File: config.mk
export PLATFORM = sky130hd
export DESIGN_NAME = sleep_clock_gating_ctrl
export DESIGN_NICKNAME = d
export VERILOG_FILES = /design/src/hdl/sleep_clock_gating_pkg.sv /design/src/hdl/sleep_clock_gating_ctrl.sv
export VERILOG_INCLUDE_DIRS = /design/src /design/src/hdl
export SDC_FILE = /design/constraint.sdc
export NUM_CORES = 1
export LEC_CHECK = 0
export BUFFER_PORTS_ARGS = -buffer_cell sky130_fd_sc_hd__buf_2
export CORE_MARGIN = 2
export CORE_UTILIZATION = 50
export DETAILED_ROUTE_END_ITERATION = 16
export GPL_TIMING_DRIVEN = 0
export PLACE_DENSITY = 0.91
export SLEW_MARGIN = 20
export SYNTH_ARGS = -nofsm -noshare
export SYNTH_HDL_FRONTEND = slang
export SYNTH_SLANG_ARGS = --single-unit
File: constraint.sdc
create_clock -name i_clk -period 2.8 [get_ports i_clk]
set_input_delay 0.28 -clock i_clk [delete_from_list [all_inputs] [get_ports i_clk]]
set_output_delay 0.28 -clock i_clk [all_outputs]
set_load 0.02 [all_outputs]
File: src/hdl/sleep_clock_gating_consts.svh
// Purpose: Offsets, field positions, reset values and timing counts
// Assumes: Avalon-MM word addressing in bytes, 20 MHz clock
// Notes: Included by the gating block and the test bench
`ifndef SLEEP_CLOCK_GATING_CONSTS_SVH
`define SLEEP_CLOCK_GATING_CONSTS_SVH
`define ADDR_W 4
`define OFS_SLEEP_CTRL 4'h0
`define OFS_GATE 4'h4
`define OFS_STATUS 4'h8
`define OFS_CONFIG 4'hc
`define GATE_RESET 8'h00
`define GATE_WMASK 8'hef
`define BIT_TWI 7
`define BIT_TIM2 6
`define BIT_TIM0 5
`define BIT_RSVD 4
`define BIT_TIM1 3
`define BIT_SPI 2
`define BIT_UART 1
`define BIT_CONV 0
`define SEL_IDLE 3'h0
`define SEL_NOISE 3'h1
`define SEL_PDOWN 3'h2
`define SEL_PSAVE 3'h3
`define SEL_STANDBY 3'h6
`define STANDBY_WAKE_CYC 6
`define IRQ_HOLD_CYC 4
`define WAIT_W 16
`endif

File: src/hdl/sleep_clock_gating_pkg.sv
// Purpose: Types for the sleep and clock gating block
// Assumes: Constants header provides field widths
// Notes: Types only
package sleep_clock_gating_pkg;
    typedef enum logic [2:0] {
        ST_RUN = 3'h0,
        ST_SLEEP = 3'h1,
        ST_STARTUP = 3'h2,
        ST_HOLD = 3'h3
    } phase_t;

    typedef struct packed {
        logic conv_done;
        logic ext_reset;
        logic wdt_event;
        logic brownout;
        logic twi_match;
        logic tim2_irq;
        logic tim2_ovf;
        logic tim2_cmp;
        logic store_ready;
        logic ext_zero_level;
        logic ext_one_level;
        logic pin_change;
    } wake_src_t;

    typedef struct packed {
        logic core_clk_en;
        logic nvm_clk_en;
        logic io_clk_en;
        logic conv_clk_en;
        logic async_clk_en;
        logic main_osc_en;
        logic timer_osc_en;
        logic tim2_sync_clk_en;
    } clk_en_t;

    typedef struct packed {
        logic [7:0] gate_en;
        logic conv_start;
        logic comp_mux_block;
    } periph_ctl_t;

    typedef struct packed {
        phase_t phase;
        logic [2:0] sleep_sel;
        logic sleep_permit;
        logic [7:0] gate;
        logic [15:0] wait_cnt;
        logic irq_wake;
        logic [2:0] mode;
        logic standby_ok;
        clk_en_t clk;
        periph_ctl_t per;
        logic waitreq;
        logic [31:0] rdata;
        logic core_halt;
        logic resume;
    } state_t;
endpackage

File: src/hdl/sleep_clock_gating_ctrl.sv
// Purpose: Sleep state sequencing and per-peripheral clock gating
// Assumes: Inputs synchronous to i_clk; startup count given in cycles
// Notes: Clock enables are outputs; gating cells sit outside
//
// Function
// - Noise reduction stops core, memory and I/O clocks; converter and async run.
// - Entering noise reduction starts a conversion when the converter is enabled.
// - Noise reduction wakes on its listed sources only.
// - Power-down stops oscillator and all generated clocks.
// - Power-down wakes on resets, watchdog, address match, level lines, pin change.
// - Wake from power-down waits a start-up period chosen by clock source setting.
// - Power-save is power-down but timer two keeps running when enabled.
// - Power-save wakes on timer two events when masked in and globally enabled.
// - Power-save stops unused timer two clock sources; sync clock only feeds timer two.
// - Standby with crystal keeps oscillator running and wakes in six cycles.
// - External lines wake deep sleep only in level mode.
// - Idle and noise reduction keep timer oscillator only with async timer two.
// - A set gating bit stops the peripheral clock and blocks its register access.
// - Clearing a gating bit resumes the peripheral in its frozen state.
// - Gating bits: 7 two-wire, 6 timer two, 5 timer zero, 3 timer one, 2 SPI, 1 uart, 0 conv.
// - Gating bit 4 ignores writes and reads zero.
// - Timer two gating acts only in synchronous mode.
// - A gated converter blocks comparator use of its input multiplexer.
// - Gating acts in active and idle; deeper states stop clocks anyway.
// - An interrupt wake holds the core four extra cycles then resumes.
`include "sleep_clock_gating_consts.svh"
`timescale 1ns/1ps
`default_nettype none
module sleep_clock_gating_ctrl #(
    parameter int STARTUP_CYC = 16
) (
    input wire logic i_clk,
    input wire logic i_rst,
    input wire logic i_ce,
    input wire logic [`ADDR_W-1:0] i_address,
    input wire logic i_read,
    input wire logic i_write,
    input wire logic [31:0] i_writedata,
    output logic [31:0] o_readdata,
    output logic o_waitrequest,
    input wire logic i_sleep_instr,
    input wire logic i_crystal_option,
    input wire logic [`WAIT_W-1:0] i_startup_cycles,
    input wire logic i_timer_two_async_select,
    input wire logic i_tim2_enabled,
    input wire logic i_conv_enabled,
    input wire logic i_global_irq_en,
    input wire logic [1:0] i_timer_two_irq_mask,
    input wire logic i_ext_zero_level_mode,
    input wire logic i_ext_one_level_mode,
    input wire sleep_clock_gating_pkg::wake_src_t i_wake,
    output sleep_clock_gating_pkg::clk_en_t o_clk,
    output sleep_clock_gating_pkg::periph_ctl_t o_per,
    output logic o_core_halt,
    output logic o_resume
);
    import sleep_clock_gating_pkg::*;

    state_t s_reg;
    state_t s_next;
    logic [2:0] eff_mode;
    logic wake_any;
    logic wake_irq;

    // Reserved selects and standby without crystal fall back to power-down
    always_comb begin
        eff_mode = `SEL_PDOWN;
        case (s_reg.sleep_sel)
            `SEL_IDLE: eff_mode = `SEL_IDLE;
            `SEL_NOISE: eff_mode = `SEL_NOISE;
            `SEL_PSAVE: eff_mode = `SEL_PSAVE;
            `SEL_STANDBY: eff_mode = i_crystal_option ? `SEL_STANDBY : `SEL_PDOWN;
            default: eff_mode = `SEL_PDOWN;
        endcase
    end

    always_comb begin
        logic ext_lvl;
        logic tim2_wake;
        ext_lvl = (i_wake.ext_zero_level & i_ext_zero_level_mode)
            | (i_wake.ext_one_level & i_ext_one_level_mode);
        tim2_wake = i_global_irq_en & ((i_wake.tim2_ovf & i_timer_two_irq_mask[0])
            | (i_wake.tim2_cmp & i_timer_two_irq_mask[1]));
        wake_irq = i_wake.wdt_event | i_wake.twi_match | ext_lvl | i_wake.pin_change;
        case (s_reg.mode)
            `SEL_IDLE: wake_irq = 1'b1 & (|i_wake);
            `SEL_NOISE: wake_irq = wake_irq | i_wake.conv_done | i_wake.tim2_irq
                | i_wake.store_ready;
            `SEL_PSAVE: wake_irq = wake_irq | tim2_wake;
            default: wake_irq = wake_irq;
        endcase
        wake_any = wake_irq | i_wake.ext_reset | i_wake.brownout;
    end

    always_comb begin
        logic wr;
        logic rd;
        logic tim2_sync;
        s_next = s_reg;
        wr = 1'b0;
        rd = 1'b0;
        tim2_sync = ~i_timer_two_async_select;
        s_next.per.conv_start = 1'b0;
        s_next.resume = 1'b0;
        // Every access answers one cycle after it is seen
        if ((i_read | i_write) & s_reg.waitreq) begin
            s_next.waitreq = 1'b0;
            wr = i_write;
            rd = i_read;
        end else begin
            s_next.waitreq = 1'b1;
        end
        if (wr) begin
            case (i_address)
                `OFS_SLEEP_CTRL: begin
                    s_next.sleep_permit = i_writedata[0];
                    s_next.sleep_sel = i_writedata[3:1];
                end
                `OFS_GATE: s_next.gate = i_writedata[7:0] & `GATE_WMASK;
                default: s_next.gate = s_reg.gate;
            endcase
        end
        s_next.rdata = 32'h0;
        if (rd) begin
            case (i_address)
                `OFS_SLEEP_CTRL: s_next.rdata = {28'h0, s_reg.sleep_sel, s_reg.sleep_permit};
                `OFS_GATE: s_next.rdata = {24'h0, s_reg.gate};
                `OFS_STATUS: s_next.rdata = {24'h0, 1'b0, s_reg.mode, 1'b0, s_reg.phase};
                default: s_next.rdata = 32'h0;
            endcase
        end
        case (s_reg.phase)
            ST_RUN: begin
                // Sleep without permit is ignored
                if (i_sleep_instr & s_reg.sleep_permit) begin
                    s_next.phase = ST_SLEEP;
                    s_next.mode = eff_mode;
                    s_next.per.conv_start = (eff_mode == `SEL_NOISE) & i_conv_enabled;
                end
            end
            ST_SLEEP: begin
                if (wake_any) begin
                    s_next.irq_wake = wake_irq;
                    s_next.phase = ST_STARTUP;
                    if (s_reg.mode == `SEL_STANDBY) begin
                        s_next.wait_cnt = 16'(`STANDBY_WAKE_CYC - 1);
                    end else if (s_reg.mode == `SEL_PDOWN || s_reg.mode == `SEL_PSAVE) begin
                        s_next.wait_cnt = (i_startup_cycles == 16'h0) ? 16'h0
                            : i_startup_cycles - 16'h1;
                    end else begin
                        s_next.wait_cnt = 16'h0;
                    end
                end
            end
            ST_STARTUP: begin
                if (s_reg.wait_cnt == 16'h0) begin
                    s_next.phase = s_reg.irq_wake ? ST_HOLD : ST_RUN;
                    s_next.wait_cnt = 16'(`IRQ_HOLD_CYC - 1);
                    s_next.resume = ~s_reg.irq_wake;
                end else begin
                    s_next.wait_cnt = s_reg.wait_cnt - 16'h1;
                end
            end
            ST_HOLD: begin
                if (s_reg.wait_cnt == 16'h0) begin
                    s_next.phase = ST_RUN;
                    s_next.resume = 1'b1;
                end else begin
                    s_next.wait_cnt = s_reg.wait_cnt - 16'h1;
                end
            end
            default: s_next.phase = ST_RUN;
        endcase
        // Domain enables follow the phase actually being entered
        s_next.clk.core_clk_en = (s_next.phase == ST_RUN);
        s_next.clk.nvm_clk_en = (s_next.phase == ST_RUN);
        s_next.clk.io_clk_en = 1'b1;
        s_next.clk.conv_clk_en = 1'b1;
        s_next.clk.async_clk_en = 1'b1;
        s_next.clk.main_osc_en = 1'b1;
        s_next.clk.timer_osc_en = i_timer_two_async_select;
        s_next.clk.tim2_sync_clk_en = tim2_sync;
        if (s_next.phase == ST_SLEEP) begin
            case (s_next.mode)
                `SEL_IDLE: s_next.clk.io_clk_en = 1'b1;
                `SEL_NOISE: s_next.clk.io_clk_en = 1'b0;
                `SEL_PSAVE: begin
                    s_next.clk.io_clk_en = 1'b0;
                    s_next.clk.conv_clk_en = 1'b0;
                    s_next.clk.async_clk_en = i_tim2_enabled & i_timer_two_async_select;
                    s_next.clk.timer_osc_en = i_tim2_enabled & i_timer_two_async_select;
                    s_next.clk.main_osc_en = i_tim2_enabled & tim2_sync;
                    s_next.clk.tim2_sync_clk_en = i_tim2_enabled & tim2_sync;
                end
                default: begin
                    s_next.clk.io_clk_en = 1'b0;
                    s_next.clk.conv_clk_en = 1'b0;
                    s_next.clk.async_clk_en = 1'b0;
                    s_next.clk.timer_osc_en = 1'b0;
                    s_next.clk.tim2_sync_clk_en = 1'b0;
                    s_next.clk.main_osc_en = (s_next.mode == `SEL_STANDBY);
                end
            endcase
        end
        // Gating only matters while the domain clocks run
        for (int b = 0; b < 8; b++) begin
            s_next.per.gate_en[b] = ~s_next.gate[b];
        end
        s_next.per.gate_en[`BIT_TIM2] = ~(s_next.gate[`BIT_TIM2] & tim2_sync);
        s_next.per.gate_en[`BIT_RSVD] = 1'b0;
        s_next.per.comp_mux_block = s_next.gate[`BIT_CONV];
        s_next.core_halt = (s_next.phase != ST_RUN);
    end

    always_ff @(posedge i_clk) begin
        if (i_rst) begin
            s_reg <= '0;
            s_reg.gate <= `GATE_RESET;
            s_reg.waitreq <= 1'b1;
            s_reg.mode <= `SEL_IDLE;
            s_reg.clk <= '1;
            s_reg.per.gate_en <= 8'hef;
        end else if (i_ce) begin
            s_reg <= s_next;
        end
    end

    assign o_readdata = s_reg.rdata;
    assign o_waitrequest = s_reg.waitreq;
    assign o_clk = s_reg.clk;
    assign o_per = s_reg.per;
    assign o_core_halt = s_reg.core_halt;
    assign o_resume = s_reg.resume;

    noise_clocks_a: assert property (@(posedge i_clk) disable iff (i_rst)
        (s_reg.phase == ST_SLEEP && s_reg.mode == `SEL_NOISE) |->
        (!o_clk.core_clk_en && !o_clk.io_clk_en && o_clk.conv_clk_en))
        else $error("noise reduction clocks wrong");
    pdown_clocks_a: assert property (@(posedge i_clk) disable iff (i_rst)
        (s_reg.phase == ST_SLEEP && s_reg.mode == `SEL_PDOWN) |->
        (!o_clk.main_osc_en && !o_clk.async_clk_en && !o_clk.conv_clk_en))
        else $error("power-down clocks running");
    standby_osc_a: assert property (@(posedge i_clk) disable iff (i_rst)
        (s_reg.phase == ST_SLEEP && s_reg.mode == `SEL_STANDBY) |->
        (o_clk.main_osc_en && !o_clk.io_clk_en))
        else $error("standby oscillator stopped");
    standby_wake_a: assert property (@(posedge i_clk) disable iff (i_rst || !i_ce)
        (s_reg.phase == ST_SLEEP && s_reg.mode == `SEL_STANDBY && wake_any && !wake_irq)
        ##1 i_ce [*6] |=> o_resume)
        else $error("standby wake not six cycles");
    gate_rsvd_a: assert property (@(posedge i_clk) disable iff (i_rst)
        s_reg.gate[`BIT_RSVD] == 1'b0)
        else $error("reserved gate bit set");
    conv_mux_a: assert property (@(posedge i_clk) disable iff (i_rst)
        o_per.comp_mux_block == s_reg.gate[`BIT_CONV])
        else $error("comparator mux not blocked");
    tim2_async_a: assert property (@(posedge i_clk) disable iff (i_rst)
        (s_reg.gate[`BIT_TIM2] && $past(i_timer_two_async_select) && $past(i_ce))
        |-> o_per.gate_en[`BIT_TIM2])
        else $error("async timer two gated");
    permit_a: assert property (@(posedge i_clk) disable iff (i_rst)
        (s_reg.phase == ST_RUN && i_ce && i_sleep_instr && !s_reg.sleep_permit)
        |=> s_reg.phase == ST_RUN)
        else $error("sleep entered without permit");
    conv_start_a: assert property (@(posedge i_clk) disable iff (i_rst)
        $rose(s_reg.phase == ST_SLEEP) && s_reg.mode == `SEL_NOISE && $past(i_conv_enabled)
        |-> o_per.conv_start)
        else $error("conversion not started");
    irq_hold_a: assert property (@(posedge i_clk) disable iff (i_rst || !i_ce)
        (s_reg.phase == ST_STARTUP && s_reg.wait_cnt == 16'h0 && s_reg.irq_wake)
        |=> (o_core_halt && !o_resume) [*4] ##1 o_resume)
        else $error("interrupt hold not four cycles");
endmodule
`default_nettype wire

Word-level counts from Yosys, hierarchy flattened
Index checks and enable logic that the tools add are counted.

word-level totals
  memories kept = 0
  logic and storage cells = 123
  latch bits = 0
  RAM bits = 0
  memory bits (read-only) = 0
  bits in registers = 85
  bits of input ports = 79

cells by class
  multiply operators = 0
  reduce and logical (&&, ||, !) cells = 16
  equality and inequality tests = 19
  div/mod/pow operators = 0
  magnitude comparators = 0
  bitwise operators = 32
  shift operators = 0
  muxes and demuxes = 33
  $add $sub $neg = 2

operators with widths
  kind                     number
  $mux W16                 5
  $pmux W16 S3             1
  $logic_not A16 Y1        2
  $sub A16 B1 Y16 const B  2
  $mux W8                  3
  $pmux W3 S4              2
  $pmux W8 S3              1
  $mux W3                  7
  $eq A3 B1 Y1 const B     6
  $eq A3 B2 Y1 const B     6
  $mux W17                 1
  $logic_not A3 Y1         5
  $or A1 B1 Y1             12
  $reduce_or A12 Y1        1
  $and A1 B1 Y1            11
  $pmux W5 S2              1
  $eq A3 B3 Y1 const B     3
  $not A1 Y1               9
  $mux W1                  8
  $mux W6                  1
  $reduce_and A3 Y1        2
  $reduce_bool A3 Y1       2
  $eq A4 B3 Y1 const B     1
  $eq A4 B4 Y1 const B     1
  other kinds (8)          9

Depth between registers and ports, before layout
Gate-level depths: netlist (run 1).

  word-level depth = 14
  depth in mapped cells = 9
  gate-level depth less buffers = 8

Worst setup path after synthesis (run 1)
OpenSTA, ideal clock, no wires.

  path kind = register to register
  from = register s_reg[58] in the netlist's numbering
  to = register s_reg[65] in the netlist's numbering
  data arrival time = 2059 ps
  setup time = 130 ps
  path slack = 610 ps
  buffers on the path = 0
  stages on the path, launching flop included = 9
  path through = dfxtp_1 -> inv_1 -> ha_1 -> or4b_1 -> or4_4 -> o21ai_4 -> nor2_2 -> a22oi_1 -> o22ai_1

on the way
  cells in the longest elaborated chain, start to end = 3

RTL lines
  what                                                         RTL line                        text
  start, declared                                              sleep_clock_gating_ctrl.sv:59   state_t s_reg;
  start signal, assigned                                       sleep_clock_gating_ctrl.sv:224  s_reg <= s_next;
  $sub A16 B1 Y16 / $logic_not A16 Y1 (equally long branches)  --
  $mux W16 (tied with other cells)                             sleep_clock_gating_ctrl.sv:165  if (s_reg.wait_cnt == 16'h0) begin
  $pmux W16 S3 / $reduce_and A4 Y1 (equally long branches)     --

Parallel ways exist; a longest one is shown, timed or not. The select of a mux whose other input is x is not followed.
A chain may end at the register's enable or synchronous reset.

Worst setup path in the final report (run 1)
  from = register s_reg[58] in the netlist's numbering
  to = register s_reg[71] in the netlist's numbering

Same word-level chain as after synthesis.

==> results of run 1 <==
-- worst max path at each step --
| stage | cells past startpoint | slack (ps) | startpoint | to |
|---|---|---|---|---|
| floorplan | 8 | 610 | s_reg[58] | s_reg[65] |
| finish | 9 | 130 | s_reg[58] | s_reg[71] |
| global placement | 10 | 240 | i_startup_cycles[0] | s_reg[68] |
| detailed placement | 10 | 220 | i_startup_cycles[0] | s_reg[68] |
| global route | 9 | 10 | s_reg[58] | s_reg[71] |
| CTS | 9 | 210 | s_reg[58] | s_reg[71] |
-- critical path, stage by stage, from the launching register on --
cell,delay [ps]
dfxtp_1,360
inv_1,70
ha_1,230
or4b_1,560
nor3_1,490
a31oi_1,200
o21a_1,200
o21ai_1,110
buf_4,220
o22ai_1,90
-- cells in the final DEF, fill, tap and decap left out, types with 7 or more instances in the layout --
master	count
buf_2	80
dfxtp_1	60
nor2_1	53
buf_4	51
nand2_1	28
o21ai_0	25
mux2i_1	25
conb_1	25
nor3_1	17
a21oi_1	17
clkbuf_1	14
nor4_1	12
o22ai_1	10
inv_1	9
xor2_1	9
clkbuf_8	9
o21bai_1	8
a22o_1	8
a22oi_1	7
nor2b_1	7
a211oi_1	7
xnor2_1	7
-- synthesized netlist by cell type, types with 3 or more instances --
library cell and instances:
a211oi_1 7, a21oi_1 17, a22o_1 8, a22oi_1 7, a2bb2oi_1 3, a31oi_1 6
a32oi_1 3, a41oi_1 3, and2_1 5, buf_1 3, buf_4 51, clkbuf_1 14
dfxtp_1 60, inv_1 9, mux2i_1 25, nand2_1 28, nand2b_1 5, nand3_1 4
nand4_1 6, nor2_1 53, nor2b_1 7, nor3_1 17, nor4_1 12, o211ai_1 3
o21ai_0 25, o21bai_1 8, o22ai_1 10, or3_1 5, or4_1 4, xnor2_1 7
xor2_1 9
-- layer usage --
| layer | GRT usage [%] | vias up |
|---|---|---|
| met3 | 6.64 | 18 |
| met2 | 41.8 | 163 |
| li1 | - | 1891 |
| met4 | 7.95 | 0 |
| met1 | 31.5 | 1853 |
| met5 | 0 | - |
-- report_power, final --
group | internal [mW] | switching, mW | leakage, nW
clock | 0.424 | 0.396 | 0.101
sequential | 0.868 | 0.0141 | 0.486
combinational | 0.141 | 0.220 | 1.53
total | 1.43 | 0.630 | 2.12
-- stage by stage --
step | cells | hold slack [ps] | setup WS (ps) | util, %
6_report | 690 | 196 | 132 | 63.5
5_1_grt | 690 | 202 | 10.2 | 63.5
4_1_cts | 690 | 192 | 205 | 63.5
3_5_place_dp | 674 | 453 | 220 | 60.7
3_3_place_gp | 674 | 438 | 240 | 60.7
2_1_floorplan | 496 | 383 | 610 | -
-- kinds of logic after synthesis --
group                      Yosys count
DFF                                 60
buffers and inverters               80
muxes                               27
xor gates and xnor gates            16
AOI/OAI and AO/OA                  126
adders and majority gates            2
other                                1
and+or+nand+nor                    160
-- area by class of cell --
class	instances	area, um^2	area share, %
Buffer	71	468	10.1
Sequential cell	60	1200	25.8
Clock inverter	7	81.3	1.75
Inverter	9	33.8	0.726
Clock buffer	9	124	2.66
Timing Repair Buffer	79	395	8.50
Multi-Input combinational cell	356	2230	47.8
Tap cell	99	124	2.66
==> impl_metrics.py, run 1 <==
metrics = {
    "layout": {
        "drive_gt1_share_pct": 27.6,
        "fin_area_um2": 4650,
        "fin_nets": 667,
        "largest_reg_flops": 34,
        "areaGrowthSynthToFinish_pct": 21.3,
        "nFillCells": 627,
        "antenna_cells": 0,
    },
    "clock_network": {
        "h-tree-depth": 3,
        "clk_pin_slew_worst_paths_ps": 80,
        "clock-sinks": 60,
        "post_cts_resized": 0,
        "ctsHoldBuffers": 0,
        "numCtsBuffers": 9,
        "clockBufferDepth": 2,
        "cts_setup_buffers": 0,
        "cts_root_buffer": "clkbuf_8",
        "clk_latency_ps": 350,
        "cts_tree": "yes",
    },
    "global_routing": {
        "grt_pass1_wl_mm": 17.0,
        "grtUsageTotal_pct": 25.1,
        "grt_max_degree": 14,
        "grt_overflow_total": 0,
        "grt_pass1_vias": 3622,
        "antenna_found_initial": 0,
    },
    "logic_synthesis": {
        "synth_xor_area_share_pct": 3.65,
        "synth_seq_area_share_pct": 31.3,
        "post_synth.cell_area_avg_um2": 8.13,
        "synth_mux_area_share_pct": 7.11,
        "synth_top_area_share_pct": 31.3,
        "synth_compound_area_share_pct": 22.9,
        "synth_ff_type": "dfxtp_1",
        "synthSimpleGateAreaFrac_pct": 21.2,
        "syn-cell-area_um2": 3840,
        "async_flop_share_pct": 0,
        "ys_seq_elements": 60,
        "synth_edf_count": 0,
        "synth_area_leaders": "dfxtp_1, buf_4, mux2i_1",
        "synth_top_family_by_area": "compound AO/OA/AOI/OAI gates",
        "synth_warnings": 0,
        "yosysTopAreaCell": "dfxtp_1",
        "syn_inst": 472,
        "synthAdderAreaFrac_pct": 0.652,
        "ys_types": 68,
    },
    "worst_setup_path": {
        "crit_required_ps": 3010,
        "path_class": "flop to flop",
        "timing.rr.end": "s_reg[71]",
        "cp-end-kind": "flop",
        "worstPathArrival_ps": 2880,
        "cp-start-kind": "flop",
        "crit_fanout": 10,
        "reg2reg_depth": 9,
        "r2r-start": "s_reg[58]",
        "rrSetupSlack_ps": 130,
    },
    "drt": {
        "wl_met1_mm": 4.39,
        "routed_wirelength_mm": 10.5,
        "drc": 0,
        "antenna_left": 0,
        "drt-initial-drc-count": 398,
        "vias_per_cell": 5.69,
        "routed-wl-met3_um": 821,
        "routed.top_layer": "met4",
        "drtPass1Iterations": 5,
        "wl_met2_mm": 5.08,
        "vias": 3925,
        "wl_per_cell_um": 15.2,
    },
    "die": {
        "dieArea_um2": 8390,
        "io_pins": 132,
        "row_count": 31,
        "dieHeight_um": 91.6,
        "die_x_um": 91.6,
        "start_util_pct": 52.3,
        "core_area_um2": 7330,
    },
    "power": {
        "power.leakage_nw": 2.12,
        "total_power_mw": 2.06,
        "vdd_drop_max_v": 0.000372,
        "p_per_area_nw_per_um2": 443,
    },
    "sta": {
        "hold_violations": 0,
        "relSlewSlack_pct": 43.6,
        "fin_crit_ps": 2670,
        "setup_viol": 0,
        "fin_skew_ps": 13.1,
        "tns_ps": 0,
        "tightest_slew_ps": 844,
        "fmax_mhz": 375,
        "final.period_utilization_pct": 95.3,
        "report.final.slew_viol_count": 0,
        "rsz0062_at_grt": "false",
    },
    "placed_design": {
        "hpwl_mm": 7.93,
        "gp_congestion": 0.970,
        "io_buffers": 79,
        "place_area_um2": 4450,
    },
    "worst_hold_path": {
        "min_from": "i_timer_two_async_select",
        "hp-class": "input pin to flop",
        "hold_end": "o_clk[0]",
        "min_path_cells": 2,
    },
    "flow_run": {
        "cap_viol_max_count": 0,
    },
    "status": {
        "status": "completed",
    },
}
No activity file was read; power rests on OpenSTA's default activity.
==> run 2: changes to the inputs <==
Settings changed: CELL_PAD_IN_SITES_DETAIL_PLACEMENT set to 0, CELL_PAD_IN_SITES_GLOBAL_PLACEMENT set to 1, CORE_UTILIZATION 50 to 36, GPL_ROUTABILITY_DRIVEN set to 0, GPL_TIMING_DRIVEN 0 to 1.
==> run 2 against run 1 <==
Against the previous run: sequential power about the same; hold slack got worse by 8.2 ps; flip-flop and latch count unchanged; die area increased by 37%; critical path depth decreased by 1; via count decreased by 6.5%; design area decreased by 6.5%; non-clock buffer count decreased by 59; total power increased by 4.3%; first-iteration DRC count decreased by 36%; maximum frequency increased by 8.7%; largest cell class unchanged.
==> impl_metrics.py, run 2 (synthesis gave the netlist of run 1 again) <==
metrics = {
    "global_routing": {
        "grt_max_degree": 31,
        "met3_usage_pct": 3.28,
        "antenna_found_initial": 0,
        "grt_overflow_total": 0,
        "grt_pass1_wl_mm": 15.9,
        "use_met1_pct": 23.3,
        "met2_usage_pct": 27.3,
        "grtUsageTotal_pct": 17.2,
        "grt_pass1_vias": 3321,
        "grt-busiest-layer": "met2",
    },
    "sta": {
        "rsz0062_at_grt": "false",
        "relSlewSlack_pct": 41.1,
        "report.final.slew_viol_count": 0,
        "setup_viol": 0,
        "tightest_slew_ps": 882,
        "tns_ps": 0,
        "final.period_utilization_pct": 87.6,
        "fin_skew_ps": 11.7,
        "fin_hold_ws_ps": 188,
        "fin_ws_ps": 346,
        "fin_crit_ps": 2450,
        "fmax_mhz": 408,
        "hold_violations": 0,
    },
    "worst_hold_path": {
        "min_from": "i_writedata[7]",
        "hold_end": "s_reg[81]",
        "hp-class": "input pin to flop",
        "min_path_cells": 3,
    },
    "layout": {
        "fin_nets": 608,
        "final_cell_mix": "buf_2, dfxtp_1, nor2_1",
        "layoutNonFillerInstCount": 668,
        "final_common_cell": "buf_2",
        "areaGrowthSynthToFinish_pct": 13.4,
        "multi_input_area_um2": 2220,
        "nFillCells": 1034,
        "largest_reg_flops": 34,
        "seqCellArea_um2": 1200,
        "drive_gt1_share_pct": 22.6,
        "antenna_cells": 0,
        "fin_area_um2": 4350,
    },
    "placed_design": {
        "dp_cells": 652,
        "hpwl_mm": 7.49,
        "preCtsSetupSlack_ps": 333,
        "io_buffers": 81,
        "place_area_um2": 4110,
    },
    "clock_network": {
        "clk_latency_ps": 340,
        "numCtsBuffers": 9,
        "clock-sinks": 60,
        "clockBufferDepth": 2,
        "clk_pin_slew_worst_paths_ps": 70,
        "ctsHoldBuffers": 0,
        "cts_setup_buffers": 0,
        "post_cts_resized": 0,
        "h-tree-depth": 3,
        "cts_tree": "yes",
        "cts_root_buffer": "clkbuf_8",
    },
    "power": {
        "vdd_drop_max_v": 0.000224,
        "power.leakage_nw": 1.90,
        "p_per_area_nw_per_um2": 494,
    },
    "worst_setup_path": {
        "cp-start-kind": "flop",
        "reg2reg_depth": 8,
        "cp-end-kind": "flop",
        "crit_required_ps": 3000,
        "worstPathArrival_ps": 2650,
        "crit_fanout": 6,
        "path_class": "flop to flop",
        "rrSetupSlack_ps": 350,
        "r2r-start": "s_reg[58]",
        "timing.rr.end": "s_reg[71]",
    },
    "drt": {
        "antenna_left": 0,
        "wl_per_cell_um": 14.7,
        "vias_per_cell": 5.49,
        "drtPass1Iterations": 5,
        "drt-initial-drc-count": 253,
        "routed_wirelength_mm": 9.79,
        "vias": 3669,
        "drc": 0,
    },
    "flow_run": {
        "cap_viol_max_count": 0,
    },
    "die": {
        "core_area_um2": 10300,
        "dieHeight_um": 107,
        "dieArea_um2": 11500,
        "die_x_um": 107,
        "io_pins": 132,
        "start_util_pct": 37.2,
        "row_count": 37,
    },
    "status": {
        "status": "completed",
    },
}
==> run 2: cell types whose count changed in the layout (fill, tap and decap cells not counted), sizes merged <==
cell	before	now
buf	135	91
bufinv	1	3
clkbuf	24	10
clkinv	1	3
clkinvlp	1	0
inv	13	9
==> run 2: power breakdown <==
group	total, mW	switching, mW	internal (mW)
Sequential	0.885	0.0169	0.868
Combinational	0.321	0.202	0.118
Clock	0.945	0.352	0.593
Total	2.15	0.572	1.58
==> run 2: final cells by class <==
cell class	instances	area share, %
Clock inverter	6	2.59
Timing Repair Buffer	91	11.0
Sequential cell	60	27.6
Tap cell	136	3.91
Clock buffer	10	2.93
Multi-Input combinational cell	356	51.1
Inverter	9	0.777
==> run 2: stage by stage <==
stage | util (%) | power [mW]
after global routing | 42.1 | 2.25
after detailed placement | 39.8 | 1.22
after global placement | 39.8 | 1.21
final | 42.1 | 2.15
after CTS | 42.1 | 2.16
after floorplan | - | 1.14
==> run 2: critical path: stages, from the launching register on <==
cell and delay, ps:
dfxtp_1 340, inv_1 70, ha_1 250, or4b_1 550, or4_4 480, o21ai_2 280
a21oi_1 90, o21ai_0 170, o22ai_1 90
==> run 2: how the worst max path moves through the flow <==
stage / slack, ps / from / to
after CTS: 370 / s_reg[58] / s_reg[67]
final: 350 / s_reg[58] / s_reg[71]
after floorplan: 610 / s_reg[58] / s_reg[65]
after global routing: 160 / s_reg[58] / s_reg[71]
after global placement: 330 / i_startup_cycles[0] / s_reg[68]
after detailed placement: 330 / i_startup_cycles[0] / s_reg[67]
==> run 2: layer usage <==
layer  vias to the layer above  wire length [um]
met4                         0               216
met2                       150              4470
met1                      1720              4490
li1                       1778                 -
met5                         -                 0
met3                        21               609
==> run 3: changes to the inputs <==
Settings changed: CORE_UTILIZATION 36 to 33, PLACE_DENSITY 0.91 to not set, PLACE_DENSITY_LB_ADDON set to 0.1.
Clock period 2.8 ns to 2.2 ns, I/O delays scaled along.
==> run 3 against run 2 <==
Against the previous run: design area grew 15%; critical path depth is the same; via count grew 2.2%; wire length grew 17%; flip-flop and latch count is the same; sequential share of layout area shrank 3.5 points; critical path type unchanged; critical endpoint is now s_reg[64]; largest power group unchanged.
==> impl_metrics.py, run 3 (synthesis gave the netlist of run 1 again) <==
metrics = {
    "die": {
        "row_count": 39,
        "core_area_um2": 11400,
        "dieHeight_um": 112,
        "dieArea_um2": 12500,
        "die_x_um": 112,
        "start_util_pct": 33.8,
        "io_pins": 132,
    },
    "global_routing": {
        "grt-busiest-layer": "met2",
        "met2_usage_pct": 29.4,
        "use_met1_pct": 25.7,
        "grt_max_degree": 44,
        "grtUsageTotal_pct": 18.5,
        "grt_pass1_wl_mm": 18.7,
        "grt_pass1_vias": 3697,
        "met3_usage_pct": 3.65,
        "grt_overflow_total": 0,
        "antenna_found_initial": 0,
    },
    "layout": {
        "drive_gt1_share_pct": 34.0,
        "fin_nets": 655,
        "layoutNonFillerInstCount": 722,
        "utilization_pct": 43.9,
        "fin_area_um2": 4990,
        "largest_reg_flops": 34,
        "nFillCells": 1199,
        "areaGrowthSynthToFinish_pct": 30.0,
        "final_common_cell": "buf_2",
        "final_cell_mix": "buf_2, dfxtp_1, nor2_1",
        "antenna_cells": 0,
    },
    "drt": {
        "drt-initial-drc-count": 188,
        "drtPass1Iterations": 4,
        "vias": 3751,
        "wl_per_cell_um": 15.8,
        "routed_wirelength_mm": 11.4,
        "drc": 0,
        "vias_per_cell": 5.20,
        "antenna_left": 0,
    },
    "sta": {
        "setup_viol": 0,
        "hold_violations": 0,
        "fin_crit_ps": 2200,
        "report.final.slew_viol_count": 0,
        "fmax_mhz": 455,
        "fin_hold_ws_ps": 137,
        "fin_ws_ps": 3.79,
        "relSlewSlack_pct": 54.8,
        "tns_ps": 0,
        "final.period_utilization_pct": 99.8,
        "fin_skew_ps": 5.22,
        "rsz0062_at_grt": "true",
        "tightest_slew_ps": 672,
    },
    "worst_setup_path": {
        "crit_chain": "inv_2 -> ha_4 -> or4b_4 -> or4_4 -> o21ai_4 -> buf_6 -> o32a_1 -> o32ai_1",
        "cpPeakStageDelay_ps": 480,
        "cp-start-kind": "flop",
        "crit_required_ps": 2400,
        "worstPathArrival_ps": 2400,
        "crit_fanout": 5,
        "path_class": "flop to flop",
        "cp_slowest_cell": "or4_4",
        "cp-end-kind": "flop",
    },
    "power": {
        "p_per_area_nw_per_um2": 620,
        "vdd_drop_max_v": 0.000758,
        "power.leakage_nw": 2.21,
        "total_power_mw": 3.09,
    },
    "clock_network": {
        "clock-sinks": 60,
        "clk_latency_ps": 330,
        "numCtsBuffers": 9,
        "cts_tree": "yes",
        "clockBufferDepth": 2,
        "h-tree-depth": 3,
        "cts_root_buffer": "clkbuf_16",
        "clk_pin_slew_worst_paths_ps": 60,
    },
    "placed_design": {
        "preCtsSetupSlack_ps": -129,
        "dp_cells": 699,
        "hpwl_mm": 8.61,
        "io_buffers": 81,
        "place_area_um2": 4430,
    },
    "worst_hold_path": {
        "hp-class": "input pin to flop",
    },
    "flow_run": {
        "cap_viol_max_count": 0,
    },
    "status": {
        "status": "completed",
    },
}
[run 3: repair_timing]
| action | CTS | global route |
|---|---|---|
| resized for setup | 14 | 30 |
| hold endpoints to repair | 0 | 0 |
| buffers inserted | 3 | 3 |
| hold buffers | 0 | 0 |
| pin swaps | 6 | 15 |
| cloned | 0 | 1 |
| endpoints found under the setup margin | 12 | 25 |
[run 3: area by class of cell]
| cell class | count | area, um^2 | area share, % |
|---|---|---|---|
| Inverter | 9 | 33.8 | 0.677 |
| Timing Repair Buffer | 138 | 878 | 17.6 |
| Tap cell | 143 | 179 | 3.59 |
| Clock buffer | 10 | 239 | 4.79 |
| Sequential cell | 60 | 1200 | 24.1 |
| Multi-Input combinational cell | 356 | 2390 | 47.9 |
| Clock inverter | 6 | 63.8 | 1.28 |
[run 3: worst max-delay path, delay by kind of cell (launching register included)]
family          cells  cell delay [ps]
simple gates        2              940
compound gates      3              480
flops               1              320
buf+inv             2              210
fa+ha+maj           1              120
[run 3: layer usage]
layer / vias up / part of all wire [%]
met4: 0 / 1.4
met1: 1792 / 49
met5: - / 0
met3: 13 / 3.8
li1: 1861 / -
met2: 85 / 46
[run 3: where the power goes]
part	total [mW]	leakage [nW]	internal, mW	switching [mW]
clock network	1.43	0.144	0.904	0.527
registers	1.12	0.487	1.11	0.0166
logic	0.538	1.58	0.230	0.308
[run 3: path summary, 6_finish.rpt]
path                                      from       endpoint  slack, ps  depth (start not counted)
worst max-delay path                 s_reg[58]      s_reg[64]          4                          8
worst min register to register   o_readdata[4]  o_readdata[4]        460                          2
worst min-delay path            i_writedata[5]      s_reg[79]        140                          3
worst max register to register       s_reg[58]      s_reg[64]          4                          8
